### config.mk
export PLATFORM = sky130hd
export DESIGN_NAME = sgpr_responder
export DESIGN_NICKNAME = d
export VERILOG_FILES = /design/src/hw/sgpr_pkg.sv /design/src/hw/sgpr_responder.sv /design/src/hw/sgpr_csum.sv
export VERILOG_INCLUDE_DIRS = /design/src /design/src/hw
export SDC_FILE = /design/constraint.sdc
export NUM_CORES = 1
export LEC_CHECK = 0
export CORE_AREA = 3 3 377 379
export CTS_CLUSTER_SIZE = 25
export DETAILED_ROUTE_END_ITERATION = 6
export DIE_AREA = 0 0 380 382
export DONT_BUFFER_PORTS = 1
export HOLD_SLACK_MARGIN = 0.15
export PLACE_DENSITY = 0.35
export SLEW_MARGIN = 15
export SYNTH_ARGS = -nofsm -noshare
export SYNTH_HDL_FRONTEND = slang
export SYNTH_SLANG_ARGS = --single-unit
export TNS_END_PERCENT = 50
### constraint.sdc
create_clock -name clk -period 17.6 [get_ports clk]
set_input_delay 2.64 -clock clk [delete_from_list [all_inputs] [get_ports clk]]
set_output_delay 2.64 -clock clk [all_outputs]
set_load 0.05 [all_outputs]
### src/hw/sgpr_consts.svh
// Constants for the sideband get-parameters responder
// Functional notes
// RQ1: Reported VLAN filter count equals implemented filters, never above 15.
// RQ2: At least one unicast or mixed address filter is always implemented.
// RQ3: Unicast, multicast and mixed filter counts total at most 8.
// RQ4: Each mixed filter matches one address, unicast or multicast.
// RQ5: VLAN mode support bit 0 always reads 1.
// RQ6: Support bits 1 and 2 read 1 only when those modes exist.
// RQ7: Channel count field holds the package's channel count.
// RQ8: The parameter request carries command type 0x17.
// RQ9: Request is 16-byte header, checksum bytes 16-19, pad to 45.
// RQ10: The reply carries response type 0x97.
// RQ11: A request passing checksum and identifier checks is always answered; the code drops one that arrives while the sequencer is not in SGPR_IDLE.
// RQ12: Each returned parameter equals the value last configured.
// RQ13: Unsupported parameter fields return zero.
// RQ14: No command-specific reason code is used.
// RQ15: Payload length varies with MAC and VLAN filter counts.
// RQ16: MAC addresses packed back to back before the VLAN tags, no padding.
// RQ17: MAC order is unicast, multicast, then mixed, sized by counts.
// RQ18: Byte 40 VLAN mode, 41 flow control, 42-43 reserved.
// RQ19: Variable part may begin at byte offset 52; the code starts it at byte offset 48.
// RQ20: VLAN tags follow MACs, pad to word, then 4-byte checksum.
// RQ21: Config flags bits 0-3 broadcast, enable, tx, multicast; rest reserved.
// RQ22: MAC flags bit n shows filter n+1 enabled.
// RQ23: Up to fifteen 16-bit VLAN tags, enables one bit each.
`ifndef SGPR_CONSTS_SVH
`define SGPR_CONSTS_SVH
`define SGPR_CMD_GET_PARAMS   8'h17
`define SGPR_RSP_GET_PARAMS   8'h97
`define SGPR_MAX_VLAN         15
`define SGPR_MAX_MAC          8
`define SGPR_HDR_BYTES        16
`define SGPR_OFS_CODES        16
`define SGPR_OFS_MAC_CNT      20
`define SGPR_OFS_MAC_FLAGS    23
`define SGPR_OFS_VLAN_CNT     24
`define SGPR_OFS_VLAN_FLAGS   26
`define SGPR_OFS_LINK         28
`define SGPR_OFS_BCAST        32
`define SGPR_OFS_CFG          36
`define SGPR_OFS_VLAN_MODE    40
`define SGPR_OFS_FLOW         41
`define SGPR_OFS_AEN          44
`define SGPR_OFS_MACS         48
`define SGPR_RSP_CODE_OK      16'h0000
`define SGPR_REASON_NONE      16'h0000
`define SGPR_VMODE_ONLY_BIT   0
`define SGPR_VMODE_PLUS_BIT   1
`define SGPR_VMODE_ANY_BIT    2
`endif

### src/hw/sgpr_pkg.sv
// Types for the sideband get-parameters responder
package sgpr_pkg;
  typedef enum logic [1:0] {SGPR_IDLE, SGPR_SEND, SGPR_CSUM} sgpr_state_t;
  typedef logic [7:0] sgpr_byte_t;
endpackage

### src/hw/sgpr_responder.sv
// Get-parameters command decoder and response byte streamer
`timescale 1ns/100ps
`include "sgpr_consts.svh"
module sgpr_responder
  import sgpr_pkg::*;
#(
  parameter int UNICAST_CNT   = 2,
  parameter int MULTICAST_CNT = 2,
  parameter int MIXED_CNT     = 2,
  parameter int VLAN_CNT      = 15,
  parameter int CHANNEL_CNT   = 1,
  parameter bit VMODE_PLUS    = 1'b1,
  parameter bit VMODE_ANY     = 1'b0
)
(
  input  wire logic         clk,
  input  wire logic         rst,
  input  wire logic         cmdValid,
  input  wire logic [7:0]   cmdType,
  input  wire logic         cmdChecksumOk,
  input  wire logic         cmdIdMatch,
  input  wire logic [127:0] cmdHeader,
  input  wire logic [383:0] macAddrs,
  input  wire logic [7:0]   macEnables,
  input  wire logic [239:0] vlanTags,
  input  wire logic [14:0]  vlanEnables,
  input  wire logic [31:0]  linkSettings,
  input  wire logic [31:0]  bcastSettings,
  input  wire logic         bcastFilterOn,
  input  wire logic         channelOn,
  input  wire logic         netTxOn,
  input  wire logic         mcastFilterOn,
  input  wire logic [7:0]   vlanMode,
  input  wire logic [7:0]   flowCtrlEnable,
  input  wire logic [31:0]  aenControl,
  input  wire logic         rspReady,
  output logic              busy,
  output logic              rspValid,
  output logic [7:0]        rspByte,
  output logic              rspLast,
  output logic [7:0]        capVlanCount,
  output logic [7:0]        capMixedCount,
  output logic [7:0]        capMcastCount,
  output logic [7:0]        capUcastCount,
  output logic [7:0]        capVlanModes,
  output logic [7:0]        capChannelCount
);
  localparam int MAC_CNT   = UNICAST_CNT + MULTICAST_CNT + MIXED_CNT;
  localparam int VAR_OFS   = `SGPR_OFS_MACS + 6 * MAC_CNT;
  localparam int TAG_END   = VAR_OFS + 2 * VLAN_CNT;
  localparam int PAY_END   = (TAG_END + 3) / 4 * 4;
  localparam int TOTAL     = PAY_END + 4;

  //==========================================================================
  // Parameter checks, refused at elaboration
  if (VLAN_CNT < 0 || VLAN_CNT > `SGPR_MAX_VLAN)  // RQ1
  begin : g_bad_vlan_cnt
    $error("VLAN filter count out of range");
  end
  if (UNICAST_CNT + MIXED_CNT < 1)  // RQ2
  begin : g_no_ucast
    $error("need a unicast or mixed filter");
  end
  if (UNICAST_CNT < 0 || MULTICAST_CNT < 0 || MIXED_CNT < 0)
  begin : g_neg_cnt
    $error("address filter count negative");
  end
  if (MAC_CNT > `SGPR_MAX_MAC)  // RQ3
  begin : g_mac_total
    $error("address filter total above limit");
  end
  if (CHANNEL_CNT < 1 || CHANNEL_CNT > 255)
  begin : g_bad_chan
    $error("channel count out of range");
  end
  if (TOTAL > 256)
  begin : g_idx_width
    $error("response too long for byte index");
  end

  //==========================================================================
  // Capability fields
  always_ff @(posedge clk or posedge rst)
  begin
    if (rst)
    begin
      capVlanCount    <= 8'h00;
      capMixedCount   <= 8'h00;
      capMcastCount   <= 8'h00;
      capUcastCount   <= 8'h00;
      capVlanModes    <= 8'h00;
      capChannelCount <= 8'h00;
    end
    else
    begin
      capVlanCount    <= 8'(VLAN_CNT);  // RQ1
      capMixedCount   <= 8'(MIXED_CNT);  // RQ4
      capMcastCount   <= 8'(MULTICAST_CNT);
      capUcastCount   <= 8'(UNICAST_CNT);
      capVlanModes    <= 8'h00;
      capVlanModes[`SGPR_VMODE_ONLY_BIT] <= 1'b1;  // RQ5
      capVlanModes[`SGPR_VMODE_PLUS_BIT] <= VMODE_PLUS;  // RQ6
      capVlanModes[`SGPR_VMODE_ANY_BIT]  <= VMODE_ANY;  // RQ6
      capChannelCount <= 8'(CHANNEL_CNT);  // RQ7
    end
  end

  //==========================================================================
  // Command acceptance and sequencing
  sgpr_state_t state_r;
  logic [7:0]  idx_r;
  logic [1:0]  csIdx_r;
  logic [127:0] hdr_r;
  logic [31:0] csum;
  sgpr_byte_t  payByte;
  logic        payFire;
  logic        accept;

  assign accept  = cmdValid && (cmdType == `SGPR_CMD_GET_PARAMS)  // RQ8
                   && cmdChecksumOk && cmdIdMatch;  // RQ11
  assign payFire = (state_r == SGPR_SEND) && (!rspValid || rspReady);

  logic        payDone;
  assign payDone = (idx_r == 8'(PAY_END - 1));  // RQ15

  // Sequencer state
  always_ff @(posedge clk or posedge rst)
  begin
    if (rst)
      state_r <= SGPR_IDLE;
    else
    begin
      case (state_r)
        SGPR_IDLE:
          if (accept)  // RQ11
            state_r <= SGPR_SEND;
        SGPR_SEND:
          if (payFire && payDone)
            state_r <= SGPR_CSUM;
        SGPR_CSUM:
          if (rspReady && rspValid && csIdx_r == 2'h3)
            state_r <= SGPR_IDLE;
        default:
          state_r <= SGPR_IDLE;
      endcase
    end
  end

  // Payload byte index
  always_ff @(posedge clk or posedge rst)
  begin
    if (rst)
      idx_r <= 8'h00;
    else if (state_r == SGPR_IDLE && accept)
      idx_r <= 8'h00;
    else if (payFire)
      idx_r <= idx_r + 8'h01;
  end

  // Checksum byte index; hand-off of the last payload byte counts as step zero
  always_ff @(posedge clk or posedge rst)
  begin
    if (rst)
      csIdx_r <= 2'h0;
    else if (payFire && payDone)
      csIdx_r <= 2'h0;
    else if (state_r == SGPR_CSUM && rspReady && rspValid && csIdx_r != 2'h3)
      csIdx_r <= csIdx_r + 2'h1;
  end

  // Request header kept for the echo
  always_ff @(posedge clk or posedge rst)
  begin
    if (rst)
      hdr_r <= '0;
    else if (state_r == SGPR_IDLE && accept)
      hdr_r <= cmdHeader;
  end

  //==========================================================================
  // Per-filter masks and byte views of the stored tables
  logic [7:0]  macMask;
  logic [14:0] vlanMask;
  sgpr_byte_t  hdrBytes [0:15];
  sgpr_byte_t  macBytes [0:47];
  sgpr_byte_t  tagBytes [0:29];

  // Flag bits of filters that are not built read zero
  for (genvar b = 0; b < 8; b++)
  begin : g_mac_mask
    assign macMask[b] = (b < MAC_CNT);  // RQ13 RQ22
  end

  for (genvar b = 0; b < 15; b++)
  begin : g_vlan_mask
    assign vlanMask[b] = (b < VLAN_CNT);  // RQ13 RQ23
  end

  // Reply header echoes the request except for the type byte
  for (genvar h = 0; h < 16; h++)
  begin : g_hdr_bytes
    if (h == 4)
    begin : g_type
      assign hdrBytes[h] = `SGPR_RSP_GET_PARAMS;  // RQ10
    end
    else
    begin : g_copy
      assign hdrBytes[h] = hdr_r[127 - 8 * h -: 8];
    end
  end

  // Slot order is unicast, multicast, mixed; each address goes out byte 5 first
  for (genvar k = 0; k < 48; k++)
  begin : g_mac_bytes
    assign macBytes[k] = macAddrs[48 * (k / 6) + 47 - 8 * (k % 6) -: 8];  // RQ16 RQ17
  end

  // Each tag goes out high byte first
  for (genvar k = 0; k < 30; k++)
  begin : g_tag_bytes
    assign tagBytes[k] = vlanTags[16 * (k / 2) + 15 - 8 * (k % 2) -: 8];  // RQ20
  end

  //==========================================================================
  // Response byte selection
  always_comb
  begin
    int i;
    i = int'(idx_r);
    payByte = 8'h00;  // RQ13
    if (i < `SGPR_HDR_BYTES)
      payByte = hdrBytes[4'(i)];  // RQ10
    else if (i < `SGPR_OFS_CODES + 2)
      payByte = (i == 16) ? 8'(`SGPR_RSP_CODE_OK >> 8) : 8'(`SGPR_RSP_CODE_OK);
    else if (i < `SGPR_OFS_MAC_CNT)
      payByte = (i == 18) ? 8'(`SGPR_REASON_NONE >> 8) : 8'(`SGPR_REASON_NONE);  // RQ14
    else if (i == `SGPR_OFS_MAC_CNT)
      payByte = 8'(MAC_CNT);
    else if (i == `SGPR_OFS_MAC_FLAGS)
      payByte = macEnables & macMask;  // RQ22
    else if (i == `SGPR_OFS_VLAN_CNT)
      payByte = 8'(VLAN_CNT);  // RQ23
    else if (i == `SGPR_OFS_VLAN_FLAGS)
      payByte = {1'b0, vlanEnables[14:8] & vlanMask[14:8]};  // RQ23
    else if (i == `SGPR_OFS_VLAN_FLAGS + 1)
      payByte = vlanEnables[7:0] & vlanMask[7:0];  // RQ23
    else if (i >= `SGPR_OFS_LINK && i < `SGPR_OFS_BCAST)
      payByte = linkSettings[31 - 8 * (i - `SGPR_OFS_LINK) -: 8];  // RQ12
    else if (i >= `SGPR_OFS_BCAST && i < `SGPR_OFS_CFG)
      payByte = bcastSettings[31 - 8 * (i - `SGPR_OFS_BCAST) -: 8];  // RQ12
    else if (i == `SGPR_OFS_CFG + 3)
      payByte = {4'h0, mcastFilterOn, netTxOn, channelOn, bcastFilterOn};  // RQ21
    else if (i == `SGPR_OFS_VLAN_MODE)
      payByte = vlanMode;  // RQ18
    else if (i == `SGPR_OFS_FLOW)
      payByte = flowCtrlEnable;  // RQ18
    else if (i >= `SGPR_OFS_AEN && i < `SGPR_OFS_MACS)
      payByte = aenControl[31 - 8 * (i - `SGPR_OFS_AEN) -: 8];
    else if (i >= `SGPR_OFS_MACS && i < VAR_OFS)
      payByte = macBytes[6'(i - `SGPR_OFS_MACS)];  // RQ16 RQ19
    else if (i >= VAR_OFS && i < TAG_END)
      payByte = tagBytes[5'(i - VAR_OFS)];  // RQ20
  end

  //==========================================================================
  // Checksum over everything before the checksum field
  sgpr_csum u_csum
  (
    .clk       (clk),
    .rst       (rst),
    .clear     (accept && state_r == SGPR_IDLE),
    .byteValid (payFire),
    .byteIn    (payByte),
    .csumOut   (csum)
  );

  //==========================================================================
  // Output stage
  always_ff @(posedge clk or posedge rst)
  begin
    if (rst)
    begin
      rspValid <= 1'b0;
      rspByte  <= 8'h00;
      rspLast  <= 1'b0;
    end
    else if (payFire)
    begin
      rspValid <= 1'b1;
      rspByte  <= payByte;
      rspLast  <= 1'b0;
    end
    else if (state_r == SGPR_CSUM && (!rspValid || rspReady) && !(rspLast && rspValid))
    begin
      rspValid <= 1'b1;
      rspByte  <= csum[31 - 8 * int'(csIdx_r) -: 8];  // RQ20
      rspLast  <= (csIdx_r == 2'h3);
    end
    else if (rspReady)
    begin
      rspValid <= 1'b0;
      rspLast  <= 1'b0;
    end
  end

  always_ff @(posedge clk or posedge rst)
  begin
    if (rst)
      busy <= 1'b0;
    else
      busy <= (state_r != SGPR_IDLE) || accept;
  end
endmodule

### src/hw/sgpr_csum.sv
// Running 32-bit twos-complement checksum over 16-bit words
`timescale 1ns/100ps
module sgpr_csum
  import sgpr_pkg::*;
(
  input  wire logic        clk,
  input  wire logic        rst,
  input  wire logic        clear,
  input  wire logic        byteValid,
  input  wire sgpr_byte_t  byteIn,
  output logic [31:0]      csumOut
);
  logic [31:0] sum_r;
  logic [7:0]  hiByte_r;
  logic        odd_r;

  // Pairs bytes into big-endian 16-bit words and accumulates them
  always_ff @(posedge clk or posedge rst)
  begin
    if (rst)
    begin
      sum_r    <= 32'h00000000;
      hiByte_r <= 8'h00;
      odd_r    <= 1'b0;
    end
    else if (clear)
    begin
      sum_r    <= 32'h00000000;
      hiByte_r <= 8'h00;
      odd_r    <= 1'b0;
    end
    else if (byteValid)
    begin
      odd_r <= ~odd_r;
      if (!odd_r)
        hiByte_r <= byteIn;
      else
        sum_r <= sum_r + {16'h0000, hiByte_r, byteIn};
    end
  end

  assign csumOut = 32'h00000000 - sum_r;
endmodule

# --- Yosys cells after proc, flatten, opt, wreduce, memory -nomap -nowiden ---
# Cells that the tools add are included.
word_totals:
  output_inout_bits: 59
  register_bits: 195
  wordCells: 150
classes:
  bitwise: 4
  n_reduce_logical: 33
  magnitude_cmp: 16
  mux: 48
  n_eq_ne: 18
  shift: 4
  add_sub_neg: 13
op_table:
  columns: ["cell", "n"]
  rows:
  - ["$mux 8", 29]
  - ["$shiftx 39x13->8", 3]
  - ["$mux 32", 3]
  - ["$bmux 8 s6", 1]
  - ["$bmux 8 s5", 1]
  - ["$eq 8x6->1 const B", 5]
  - ["$shiftx 39x6->8", 1]
  - ["$sub 6x12->13 const A", 3]
  - ["$add 32x16->32", 1]
  - ["$bmux 8 s4", 1]
  - ["$eq 8x7->1 const B", 4]
  - ["$sub 1x32->32 const A", 1]
  - ["$ge 8x6->1 const B", 3]
  - ["$lt 8x5->1 const B", 3]
  - ["$lt 8x6->1 const B", 3]
  - ["$logic_and 1x1->1", 19]
  - ["$sub 8x6->9 const B", 2]
  - ["$lt 8x7->1 const B", 2]
  - ["$mux 2", 5]
  - ["$reduce_bool 2->1", 5]
  - ["$sub 8x5->9 const B", 1]
  - ["$add 8x1->8 const B", 1]
  - ["$eq 8x5->1 const B", 1]
  - ["$ge 8x5->1 const B", 1]
  - ["other kinds (24)", 37]

# --- Depth between registers and ports, before layout ---
# Gate-level depths: netlist of run 1.
depth:
  ltp_word: 25
  mapped_depth: 25
  mapped_depth_nobuf: 21

# --- Modules after synthesis ---
# From an unflattened synthesis of run 1, not the netlist that was laid out.
unflattened:
  hier_cells: 1581
  area_unflattened_um2: 17330.4
by_module_without_submodules:
  columns: ["module", "seq_area_each_um2", "instances", "cells_each", "area_each_um2"]
  rows:
  - ["sgpr_responder", 3603.5, 1, 1188, 14104.8]
  - ["sgpr_csum", 1026.0, 1, 393, 3225.6]

# --- Worst setup path before layout of run 1 ---
# OpenSTA, ideal clock, no wires.
synth_timing:
  kind: "in2reg"
  from: "in macAddrs[276]"
  to: "reg u_csum.sum_r[25]"
  t_required_ns: 17.468
  t_arrival_ns: 5.924
  stages: 15
  path_slack_ns: 11.544
  path_cell_list: "mux4_2 and4_1 a21oi_1 o21ai_0 a2111oi_4 nor2_2 ha_1 nand3_1 o221ai_1 a21o_1 a311oi_1 o311ai_1 nand4_1 xor2_1 nor2_1"
synth_via:
  elab_chain_cells: 22
synth_lines:
  columns: ["element", "line", "text"]
  rows:
  - ["start: declaration", "sgpr_responder.sv:23", "input wire logic [383:0] macAddrs,"]
  - ["$bmux 8 s6", "sgpr_responder.sv:260", "payByte = macBytes[6'(i - `SGPR_OFS_MACS)];"]
  - ["$mux 8 (2 in a row)", "sgpr_responder.sv:260", null]
  - ["$mux 8", "sgpr_responder.sv:259", "else if (i >= `SGPR_OFS_MACS && i < VAR_OFS)"]
  - ["$mux 8", "sgpr_responder.sv:257", "else if (i >= `SGPR_OFS_AEN && i < `SGPR_OFS_MACS)"]
  - ["$mux 8", "sgpr_responder.sv:255", "else if (i == `SGPR_OFS_FLOW)"]
  - ["$mux 8", "sgpr_responder.sv:253", "else if (i == `SGPR_OFS_VLAN_MODE)"]
  - ["$mux 8", "sgpr_responder.sv:251", "else if (i == `SGPR_OFS_CFG + 3)"]
  - ["$mux 8", "sgpr_responder.sv:249", "else if (i >= `SGPR_OFS_BCAST && i < `SGPR_OFS_CFG)"]
  - ["[5 not listed]", null, null]
  - ["$mux 8", "sgpr_responder.sv:237", "else if (i == `SGPR_OFS_MAC_CNT)"]
  - ["$mux 8", "sgpr_responder.sv:235", "else if (i < `SGPR_OFS_MAC_CNT)"]
  - ["$mux 8", "sgpr_responder.sv:233", "else if (i < `SGPR_OFS_CODES + 2)"]
  - ["$mux 8", "sgpr_responder.sv:231", "if (i < `SGPR_HDR_BYTES)"]
  - ["$add 32x16->32", "sgpr_csum.sv:38", "sum_r <= sum_r + {16'h0000, hiByte_r, byteIn};"]
  - ["$mux 32", "sgpr_csum.sv:35", "if (!odd_r)"]
  - ["$mux 32", "sgpr_csum.sv:32", "else if (byteValid)"]
  - ["$mux 32", "sgpr_csum.sv:26", "else if (clear)"]
  - ["end signal: assignment", "sgpr_csum.sv:38", null]
  - ["end: declaration", "sgpr_csum.sv:13", "logic [31:0] sum_r;"]
# Every way passes these cells. The select of a mux whose other input is x is not followed.
# A chain may end at the register's enable or synchronous reset.

# --- Worst setup path after layout of run 1 ---
layout_timing:
  from: "reg idx_r[3]"
  to: "reg u_csum.sum_r[20]"
layout_via:
  elab_chain_cells: 25
  word_cells_on_any_way: 69
  classes_between: "9 x add/sub; 13 x order compare; 8 x eq/ne; 3 x shift; 28 x mux; 3 x bitwise; 5 x reduce/logical"
layout_lines:
  columns: ["element", "line", "text"]
  rows:
  - ["start: declaration", "sgpr_responder.sv:111", "logic [7:0] idx_r;"]
  - ["start signal: assignment", "sgpr_responder.sv:157", "idx_r <= idx_r + 8'h01;"]
  - ["branches (longest 20 deep; another with $sub 6x12->13)", null, null]
  - ["$mux 8 *", "sgpr_responder.sv:231", null]
  - ["$add 32x16->32 *", "sgpr_csum.sv:38", null]
  - ["$mux 32 *", "sgpr_csum.sv:35", null]
  - ["$mux 32 *", "sgpr_csum.sv:32", null]
  - ["$mux 32 *", "sgpr_csum.sv:26", null]
# Every way passes the cells marked *. The select of a mux whose other input is x is not followed.

==> metrics.md, run 1 <==
| Metric | Value |
|---|---|
| Largest net degree at the start of global routing | `147` |
| Met2 wire len | `52.4 mm` |
| Met3 WL | `10.1 mm` |
| Critical Path Source | `idx_r[3]` |
| TritonCTS clock tree | `built` |
| Num rows | `137` |
| Leak | `0.00770 uW` |
| Drt first pass iters | `6` |
| Post-Route WL | `113 mm` |
| Cells taking the most area after synthesis | `mux4_2 27%, dfrtp_1 27%, nand2_1 11%` |
| Cell variety after synth | `84` |
| FF-to-FF Start | `idx_r[3]` |
| Minimum clock period | `7.47 ns` |
| Dpl cells | `3568` |
| #FFs+latches synth | `185` |
| DR vias/cell | `4.11` |
| Post_cts resized | `0` |
| Syn Inst Count | `1802` |
| Fin nets | `2651` |
| Register area share after synthesis | `0.269` |
| Effective utilization at floorplan | `0.123` |
| Met1 WL | `49.1 mm` |
| Post-route cell area | `19700 um2` |
| Relative slew slack | `0.157` |
| Drt first-iter violations | `989` |
| Critical path capture point type | `flip-flop` |
| RSZ-0062 raised after global routing | `no` |
| Yosys warning count | `0` |
| Crit Path Class | `reg2reg` |
| # clock sinks | `185` |
| Setup TNS | `0 ns` |
| Slew of the pin with the lowest slew margin | `1.26 ns` |
| Ys flop type | `dfrtp_1` |
| Fin crit share | `0.425` |
| HP Start | `hdr_r[96]` |
| Antenna violations before repair | `68` |
| Drt drc | `0` |
| DP Wirelength | `94.9 mm` |
| Asr flop ratio synth | `1.00` |
| Syn_area_per_cell | `9.54 um2` |
| P&R area growth vs syn | `14.5%` |
| CTS root buffer | `clkbuf_16` |
| Die footprint | `145000 um2` |
| CP max FO | `24` |
| Final Wtd Congestion | `0.856` |
| Power Dens Cells | `139 nW/um2` |
| Worst Skew | `0.0214 ns` |
| CP required | `17.98 ns` |
| Final Max Tran Viols | `0` |
| Global router's overall resource usage | `0.151` |
| Yosys top cell by area | `mux4_2` |
| Final Hold Viols | `0` |
| Setup Viol. Count Final | `0` |
| Hold Crit Class | `reg2reg` |
| Max Cap Viol | `0` |
| Area after DPL | `19100 um2` |
| Die width | `380 um` |
| Clk buf depth | `2` |
| Top post-synthesis cells by count | `487 x nand2_1, 209 x mux4_2, 185 x dfrtp_1, 74 x nand3_1` |
| Hold Buf Count CTS | `0` |
| EDFF count, synth | `0` |
| Grt ovf | `0` |
| Max IR drop VDD | `0.0898 mV` |
| Setup repair bufs after CTS | `0` |
| Worst skew pair latency | `0.53 ns` |
| Vias in the first global route | `15400` |
| Non-Filler Instances | `3618` |
| Startpoint types | `flip-flop` |
| Clk slew on worst S/H paths | `0.09 ns` |
| DR WL/cell | `31.3 um` |
| Post-synth top area share | `0.274` |
| F_max | `134 MHz` |
| Antenna Violating Nets Remaining | `0` |
| Share of post-route cells with drive strength above 1 | `0.179` |
| Worst hold slack | `0.475 ns` |
| Via count | `14900` |
| H-tree depth | `4` |
| Run status | `completed` |
| Critical path arrival | `7.85 ns` |
| Most frequent cell after synthesis | `nand2_1` |
| First-pass GRT wire length | `148 mm` |
| Mapped Area | `17200 um2` |
| DR top layer | `met5` |
| Count of boundary I/O pins | `964` |
| Vert. Die Dim | `382 um` |
| Core area | `139000 um2` |
| PortBufs | `0` |
| Total CTS buffers | `17` |
## power breakdown
part / internal (uW) / total [uW] / switching, uW
registers: 454 / 570 / 116
logic: 686 / 1750 / 1070
clock network: 210 / 419 / 208
total: 1350 / 2740 / 1390
## metrics by stage
step / total power, uW / worst slack (ns) / util
after floorplan: 1720 / 9.93 / -
after global placement: 2420 / 9.56 / 0.137
after detailed placement: 2420 / 9.66 / 0.137
after CTS: 2860 / 9.89 / 0.141
after global routing: 2960 / 9.55 / 0.141
final: 2740 / 10.13 / 0.141
## kinds of logic (layout without fill, tap and decap cells)
family / Yosys count / in the layout / synth area share
compound gates: 296 / 296 / 0.119
xor+xnor: 64 / 64 / 0.0326
fa+ha+maj: 35 / 35 / 0.0259
buf+inv: 212 / 95 / 0.0645
flops: 185 / 185 / 0.269
mux: 236 / 236 / 0.290
other cells: 2 / 59 / 0.000437
simple gates: 772 / 772 / 0.198
## critical path, cell delays in order (launching register included)
cell	delay (ns)
dfrtp_1	0.33
buf_4	0.32
clkinv_1	0.59
ha_2	0.80
buf_4	0.50
mux2i_1	0.26
o211ai_1	0.10
buf_4	0.21
a2111oi_0	0.94
o311ai_1	0.35
a31oi_1	0.36
o31a_1	0.26
inv_1	0.09
ha_1	0.20
inv_1	0.07
fa_1	0.20
nand3b_1	0.15
a211oi_1	0.09
nand3b_1	0.27
o211ai_1	0.30
a41oi_1	0.37
and3_1	0.33
xnor2_1	0.13
nor2_1	0.05
## registers in the layout, summed over array words and instances (netlist names)
name and count:
hdr_r 120, u_csum.sum_r 32, idx_r 8, rspByte 8
u_csum.hiByte_r 8, csIdx_r 2, state_r 2, busy 1
capChannelCount 1, rspLast 1, rspValid 1, u_csum.odd_r 1
## cell type report
class / instances / area (um2)
multi-input combinational: 1442 / 11600
clock inverter: 11 / 138
tap: 1876 / 2350
inverter: 32 / 128
clock buffer: 19 / 433
timing repair buffer: 33 / 298
sequential: 185 / 4640
antenna: 20 / 50.0
fill: 15900 / 120000
## routing by layer
layer,track usage,vias to the layer above
met5,0,-
met4,0.0258,34
met3,0.0533,113
met2,0.243,784
met1,0.197,7461
li1,-,6468
## final timing paths
path | end | slack (ns) | depth (start not counted)
min in group asynchronous | capChannelCount[0] | 1.98 | 1
min | hdr_r[96] | 0.47 | 2
max reg2reg | u_csum.sum_r[20] | 10.13 | 23
max in group asynchronous | hdr_r[11] | 13.52 | 3
max | u_csum.sum_r[20] | 10.13 | 23
min reg2reg | hdr_r[96] | 0.47 | 2
## placed cells by master, fill, tap and decap left out, types with 25 or more instances in the layout
master   count
xnor2_1     25
buf_4       29
conb_1      39
a21oi_1     55
nand3_1     74
ha_1        33
nand2_1    487
xor2_1      39
inv_1       27
mux4_2     209
o21ai_0     55
dfrtp_1    181
a22oi_1     45
nor2_1      71
No activity file was read; power rests on OpenSTA's default activity.
==> run 2, diff against run 1 <==
clock period = 7.4 ns   (was 17.6 ns; I/O delays follow)
==> run 2 against run 1 <==
  * First-iteration DRC count rose by 22%
  * Total power grew 140%
  * Critical endpoint is now u_csum.sum_r[28]
  * Maximum frequency rose by 20%
  * Register-to-register slack got worse by 9.0 ns
  * Utilization increased by 0.11 points
==> metrics.md, run 2 (same netlist as run 1, synthesis figures left out) <==
| Metric | Value |
|---|---|
| Largest regs | `hdr_r (120), u_csum.sum_r (32)` |
| Hold Buf Count CTS | `0` |
| Drt first-iter violations | `1205` |
| DR vias/cell | `4.14` |
| Final Wtd Congestion | `0.843` |
| Most frequent cells in the layout | `487 x nand2_1, 209 x mux4_2, 181 x dfrtp_1` |
| CP required | `7.76 ns` |
| Max Cap Viol | `0` |
| Final Core Density | `0.143` |
| Antenna violations before repair | `87` |
| Largest register FFs | `120` |
| Power Dens Cells | `332 nW/um2` |
| Via count | `15000` |
| Global router's overall resource usage | `0.152` |
| Crit-path cells | `inv_2, ha_2, buf_4, mux2i_1, o211ai_1, a2111oi_0, o311ai_1, a31oi_1, o31a_1, inv_1, ha_1, inv_1, fa_1, nand3b_1, a211oi_1, nand3b_1, o211ai_1, and4_1, nor4b_1, xnor2_1, nor2_1` |
| Leak | `0.00778 uW` |
| Fin crit share | `0.845` |
| Dpl cells | `3589` |
| Vert. Die Dim | `382 um` |
| First-pass GRT wire length | `148 mm` |
| Num rows | `137` |
| Worst Skew | `0.0180 ns` |
| P&R area growth vs syn | `15.4%` |
| Gate power share | `0.647` |
| Total CTS buffers | `17` |
| PortBufs | `0` |
| H-tree depth | `4` |
| Setup repair bufs after CTS | `0` |
| Hold endpoint | `hdr_r[36]` |
| Vias in the first global route | `15400` |
| Critical path arrival | `6.61 ns` |
| DP Wirelength | `96.6 mm` |
| Final Max Tran Viols | `0` |
| Crit-path max cell delay | `0.72 ns` |
| Drt first pass iters | `5` |
| Final WS setup | `1.15 ns` |
| Commonest non-fill, non-tap cell in the layout | `nand2_1` |
| P_int | `3210 uW` |
| Largest net degree at the start of global routing | `146` |
| Die width | `380 um` |
| Share of post-route cells with drive strength above 1 | `0.189` |
| HP Start | `hdr_r[36]` |
| FF-to-FF Start | `idx_r[2]` |
| Setup Viol. Count Final | `0` |
| F_max | `160 MHz` |
| Reg power frac | `0.206` |
| Minimum clock period | `6.25 ns` |
| Die footprint | `145000 um2` |
| Clock Power Share | `0.148` |
| Post_cts resized | `0` |
| Antenna Violating Nets Remaining | `0` |
| Drt drc | `0` |
| Startpoint types | `flip-flop` |
| Run status | `completed` |
| Effective utilization at floorplan | `0.123` |
| Sequential cell area | `4640 um2` |
| Most flop-heavy register | `hdr_r` |
| RSZ-0062 raised after global routing | `no` |
| Multi-input logic area | `11600 um2` |
| Worst hold slack | `0.475 ns` |
| Hold Crit Class | `reg2reg` |
| Psw | `3370 uW` |
| Setup WS pre-CTS | `1.08 ns` |
| Relative slew slack | `0.233` |
| CTS root buffer | `clkbuf_16` |
| Fill cells | `15900` |
| Final Hold Viols | `0` |
| Crit-path slowest cell | `o211ai_1` |
| Cells on Worst Hold Path | `2` |
| Count of boundary I/O pins | `964` |
| Worst skew pair latency | `0.50 ns` |
| Non-Filler Instances | `3636` |
| Post-Route WL | `114 mm` |
| # clock sinks | `185` |
| Crit Path Class | `reg2reg` |
| R2R Path End | `u_csum.sum_r[28]` |
| Grt ovf | `0` |
| Core area | `139000 um2` |
| Slew of the pin with the lowest slew margin | `1.14 ns` |
| TritonCTS clock tree | `built` |
| Critical path capture point type | `flip-flop` |
| Clk buf depth | `2` |
| R2r worst-path depth | `21` |
| Sw frac | `0.512` |
| Setup TNS | `0 ns` |
| Reg2reg setup slack | `1.15 ns` |
| Fin nets | `2672` |
| Clk slew on worst S/H paths | `0.09 ns` |
| DR WL/cell | `31.4 um` |
| CP max FO | `31` |
| Max IR drop VDD | `0.166 mV` |
run 2: per-layer routing:
metal	routed length, um	vias to the layer above	global-route usage	share of wire
met5	386	-	0	0.0034
met4	1870	56	0.0282	0.016
met3	11700	138	0.0617	0.10
met2	52800	823	0.245	0.46
met1	47500	7520	0.191	0.42
li1	-	6508	-	-
run 2: power by group through the flow:
stage	sequential [uW]	combinational [uW]	clock (uW)
floorplan	1220	2860	0
detailed placement	1380	4420	0
global placement	1380	4430	0
finish	1350	4250	972
CTS	1360	4430	1030
global route	1380	4640	1060
run 2: metrics by stage:
step | total power [uW] | cell area [um2]
finish | 6580 | 19800
global route | 7080 | 19800
CTS | 6830 | 19800
detailed placement | 5800 | 19300
global placement | 5810 | 19300
floorplan | 4080 | 17300
run 2: worst max-delay path: cells and delay by family (launching register included):
kind / cells / cell delay, ns
XOR/XNOR: 1 / 0.17
multiplexers: 1 / 0.16
adder cells (fa/ha/maj): 3 / 0.93
buffers and inverters: 4 / 0.86
flip-flops: 1 / 0.67
AND/OR/NAND/NOR: 5 / 1.12
AO/OA/AOI/OAI: 7 / 2.16
run 2: layout make-up:
class | instances | area share
multi-input combinational | 1442 | 0.587
sequential | 185 | 0.234
tap | 1876 | 0.118
timing repair buffer | 54 | 0.0248
clock buffer | 19 | 0.0218
inverter | 32 | 0.00643
clock inverter | 12 | 0.00568
antenna | 16 | 0.00202
run 2: how the worst max path moves through the flow:
stage,start,to,slack (ns),cells past startpoint
2_1_floorplan,rst,busy,1.26,1
3_3_place_gp,idx_r[2],u_csum.sum_r[28],1.12,21
3_5_place_dp,idx_r[2],u_csum.sum_r[28],1.08,21
4_1_cts,idx_r[0],u_csum.sum_r[28],1.00,16
5_1_grt,idx_r[3],u_csum.sum_r[28],0.68,22
6_report,idx_r[2],u_csum.sum_r[28],1.15,21
==> run 3, diff against run 2 <==
CORE_AREA = 3 3 369 371   (was 3 3 377 379)
DIE_AREA = 0 0 372 374   (was 0 0 380 382)
PLACE_DENSITY = 0.36   (was 0.35)
clock period = 5.1 ns   (was 7.4 ns; I/O delays follow)
==> run 3 against run 2 <==
  * Total power grew 73%
  * Critical path depth is the same
  * First-iteration DRC count grew 2.7%
  * Non-clock buffer count grew 188
  * Cell area grew 11%
  * Clock skew grew 0.0049 ns
  * Clock power grew 47%
  * Clock-buffer cell count is the same
  * Critical path type unchanged
  * Highest routed layer unchanged
==> metrics.md, run 3 (same netlist as run 1, synthesis figures left out) <==
| Metric | Value |
|---|---|
| Sw frac | `0.467` |
| Setup Viol. Count Final | `0` |
| Core area | `133000 um2` |
| DP Wirelength | `102 mm` |
| Crit-path cells | `buf_4, buf_12, buf_4, buf_12, mux4_2, a211o_1, a32oi_1, nand3_1, o211ai_1, buf_4, inv_1, ha_1, a21oi_2, a211oi_2, nand3b_1, o211ai_1, a41oi_2, buf_6, nand2_2, xor2_1, nor2_1` |
| Hold Buf Count CTS | `0` |
| CP bufs+invs | `7` |
| Most frequent cells in the layout | `483 x nand2_1, 209 x mux4_2, 200 x buf_4` |
| Final Wtd Congestion | `0.883` |
| Setup TNS | `0 ns` |
| Most flop-heavy register | `hdr_r` |
| Drt first pass iters | `5` |
| Antenna violations before repair | `88` |
| Max IR drop VDD | `0.205 mV` |
| CP max FO | `29` |
| # clock sinks | `185` |
| Largest register FFs | `120` |
| RSZ-0062 raised after global routing | `yes` |
| Global router's overall resource usage | `0.163` |
| Clk buf depth | `2` |
| PortBufs | `0` |
| Final Hold Viols | `0` |
| Worst Skew | `0.0229 ns` |
| Drt drc | `0` |
| Clk slew on worst S/H paths | `0.08 ns` |
| Power Dens Cells | `519 nW/um2` |
| Count of boundary I/O pins | `964` |
| Relative slew slack | `0.328` |
| Via count | `15900` |
| Vert. Die Dim | `374 um` |
| TritonCTS clock tree | `built` |
| Worst path top cell family by delay | `compound AO/OA/AOI/OAI gates` |
| Commonest non-fill, non-tap cell in the layout | `nand2_1` |
| Worst skew pair latency | `0.49 ns` |
| Largest regs | `hdr_r (120), u_csum.sum_r (32)` |
| Share of post-route cells with drive strength above 1 | `0.298` |
| Gate power share | `0.713` |
| Vias in the first global route | `16300` |
| Minimum clock period | `5.03 ns` |
| Psw | `5320 uW` |
| Tot Pwr | `11400 uW` |
| Dpl cells | `3636` |
| First-pass GRT wire length | `153 mm` |
| Die footprint | `139000 um2` |
| F_max | `199 MHz` |
| P_int | `6080 uW` |
| Clock Power Share | `0.125` |
| Reg power frac | `0.162` |
| DR vias/cell | `4.26` |
| Largest net degree at the start of global routing | `146` |
| Final Core Density | `0.165` |
| Final Max Tran Viols | `0` |
| Run status | `completed` |
| P&R area growth vs syn | `27.8%` |
| Leak | `0.00894 uW` |
| Critical path capture point type | `flip-flop` |
| CP required | `5.43 ns` |
| Fin crit share | `0.987` |
| DR WL/cell | `31.8 um` |
| Effective utilization at floorplan | `0.129` |
| Total CTS buffers | `17` |
| Hold Crit Class | `in2async` |
| Post-Route WL | `118 mm` |
| Crit-path slowest cell | `dfrtp_4` |
| Critical path arrival | `5.36 ns` |
| Non-Filler Instances | `3723` |
| Cell mode on critical path | `buf_4` |
| Crit-path max cell delay | `0.54 ns` |
| Grt ovf | `0` |
| Max Cap Viol | `0` |
| Fin nets | `2860` |
| Startpoint types | `flip-flop` |
| Slew of the pin with the lowest slew margin | `1.01 ns` |
| Crit Path Class | `reg2reg` |
| Antenna Violating Nets Remaining | `0` |
| Drt first-iter violations | `1237` |
| Die width | `372 um` |
| CTS root buffer | `clkbuf_16` |
| H-tree depth | `4` |
| Num rows | `134` |
## run 3: path summary, 6_finish.rpt
path / startpoint / endpoint / slack [ns] / cells past startpoint
worst max-delay path: idx_r[1] / u_csum.sum_r[30] / 0.07 / 21
worst min-delay path: rst / capChannelCount[0] / 0.33 / 1
worst max register to register: idx_r[1] / u_csum.sum_r[30] / 0.07 / 21
worst min register to register: hdr_r[42] / hdr_r[42] / 0.48 / 2
max in group asynchronous: rst / u_csum.sum_r[24] / 3.54 / 2
min in group clk: cmdHeader[96] / hdr_r[96] / 0.38 / 2
## run 3: worst register-to-register path, cell delays in order (launching register included)
cell      delay, ns
dfrtp_4        0.54
buf_4          0.19
buf_12         0.12
buf_4          0.17
buf_12         0.18
mux4_2         0.36
a211o_1        0.44
a32oi_1        0.43
nand3_1        0.15
o211ai_1       0.22
buf_4          0.16
inv_1          0.07
ha_1           0.30
a21oi_2        0.22
a211oi_2       0.09
nand3b_1       0.27
o211ai_1       0.35
a41oi_2        0.20
buf_6          0.18
nand2_2        0.05
xor2_1         0.15
nor2_1         0.05
## run 3: through the flow
step | hold slack, ns | area [um2] | setup slack, ns
CTS | 0.324 | 21300 | 0.00520
global placement | 0.456 | 20400 | -0.359
finish | 0.333 | 22000 | 0.0688
global route | 0.353 | 21900 | -0.123
detailed placement | 0.462 | 20400 | -0.387
floorplan | 0.440 | 17300 | -0.0110
## run 3: layout make-up
cell class | count | area (um2)
well taps | 1768 | 2210
multi-input cells | 1442 | 12100
flip-flops and latches | 185 | 4640
inverters | 32 | 124
repair buffers | 242 | 2270
clock inverters | 12 | 140
diodes | 23 | 57.6
fillers | 14900 | 111000
clock buffers | 19 | 433
## run 3: routing by layer
layer,part of all wire,up-vias,global-route usage
met5,0.0035,-,0
met4,0.013,62,0.0222
met3,0.10,154,0.0694
met2,0.46,863,0.262
met1,0.42,7892,0.207
li1,-,6901,-
## run 3: power groups by stage
stage / registers (uW) / logic (uW) / clock network [uW]
floorplan: 1770 / 4160 / 0
global placement: 1890 / 7540 / 0
detailed placement: 1890 / 7520 / 0
CTS: 1860 / 7810 / 1480
global route: 1870 / 8740 / 1530
finish: 1840 / 8120 / 1430
## run 3: repair_timing
action	in CTS	in global routing
gates cloned	1	2
resized for setup	38	69
pin swaps	7	34
buffers inserted	6	25
setup endpoints to repair	22	20
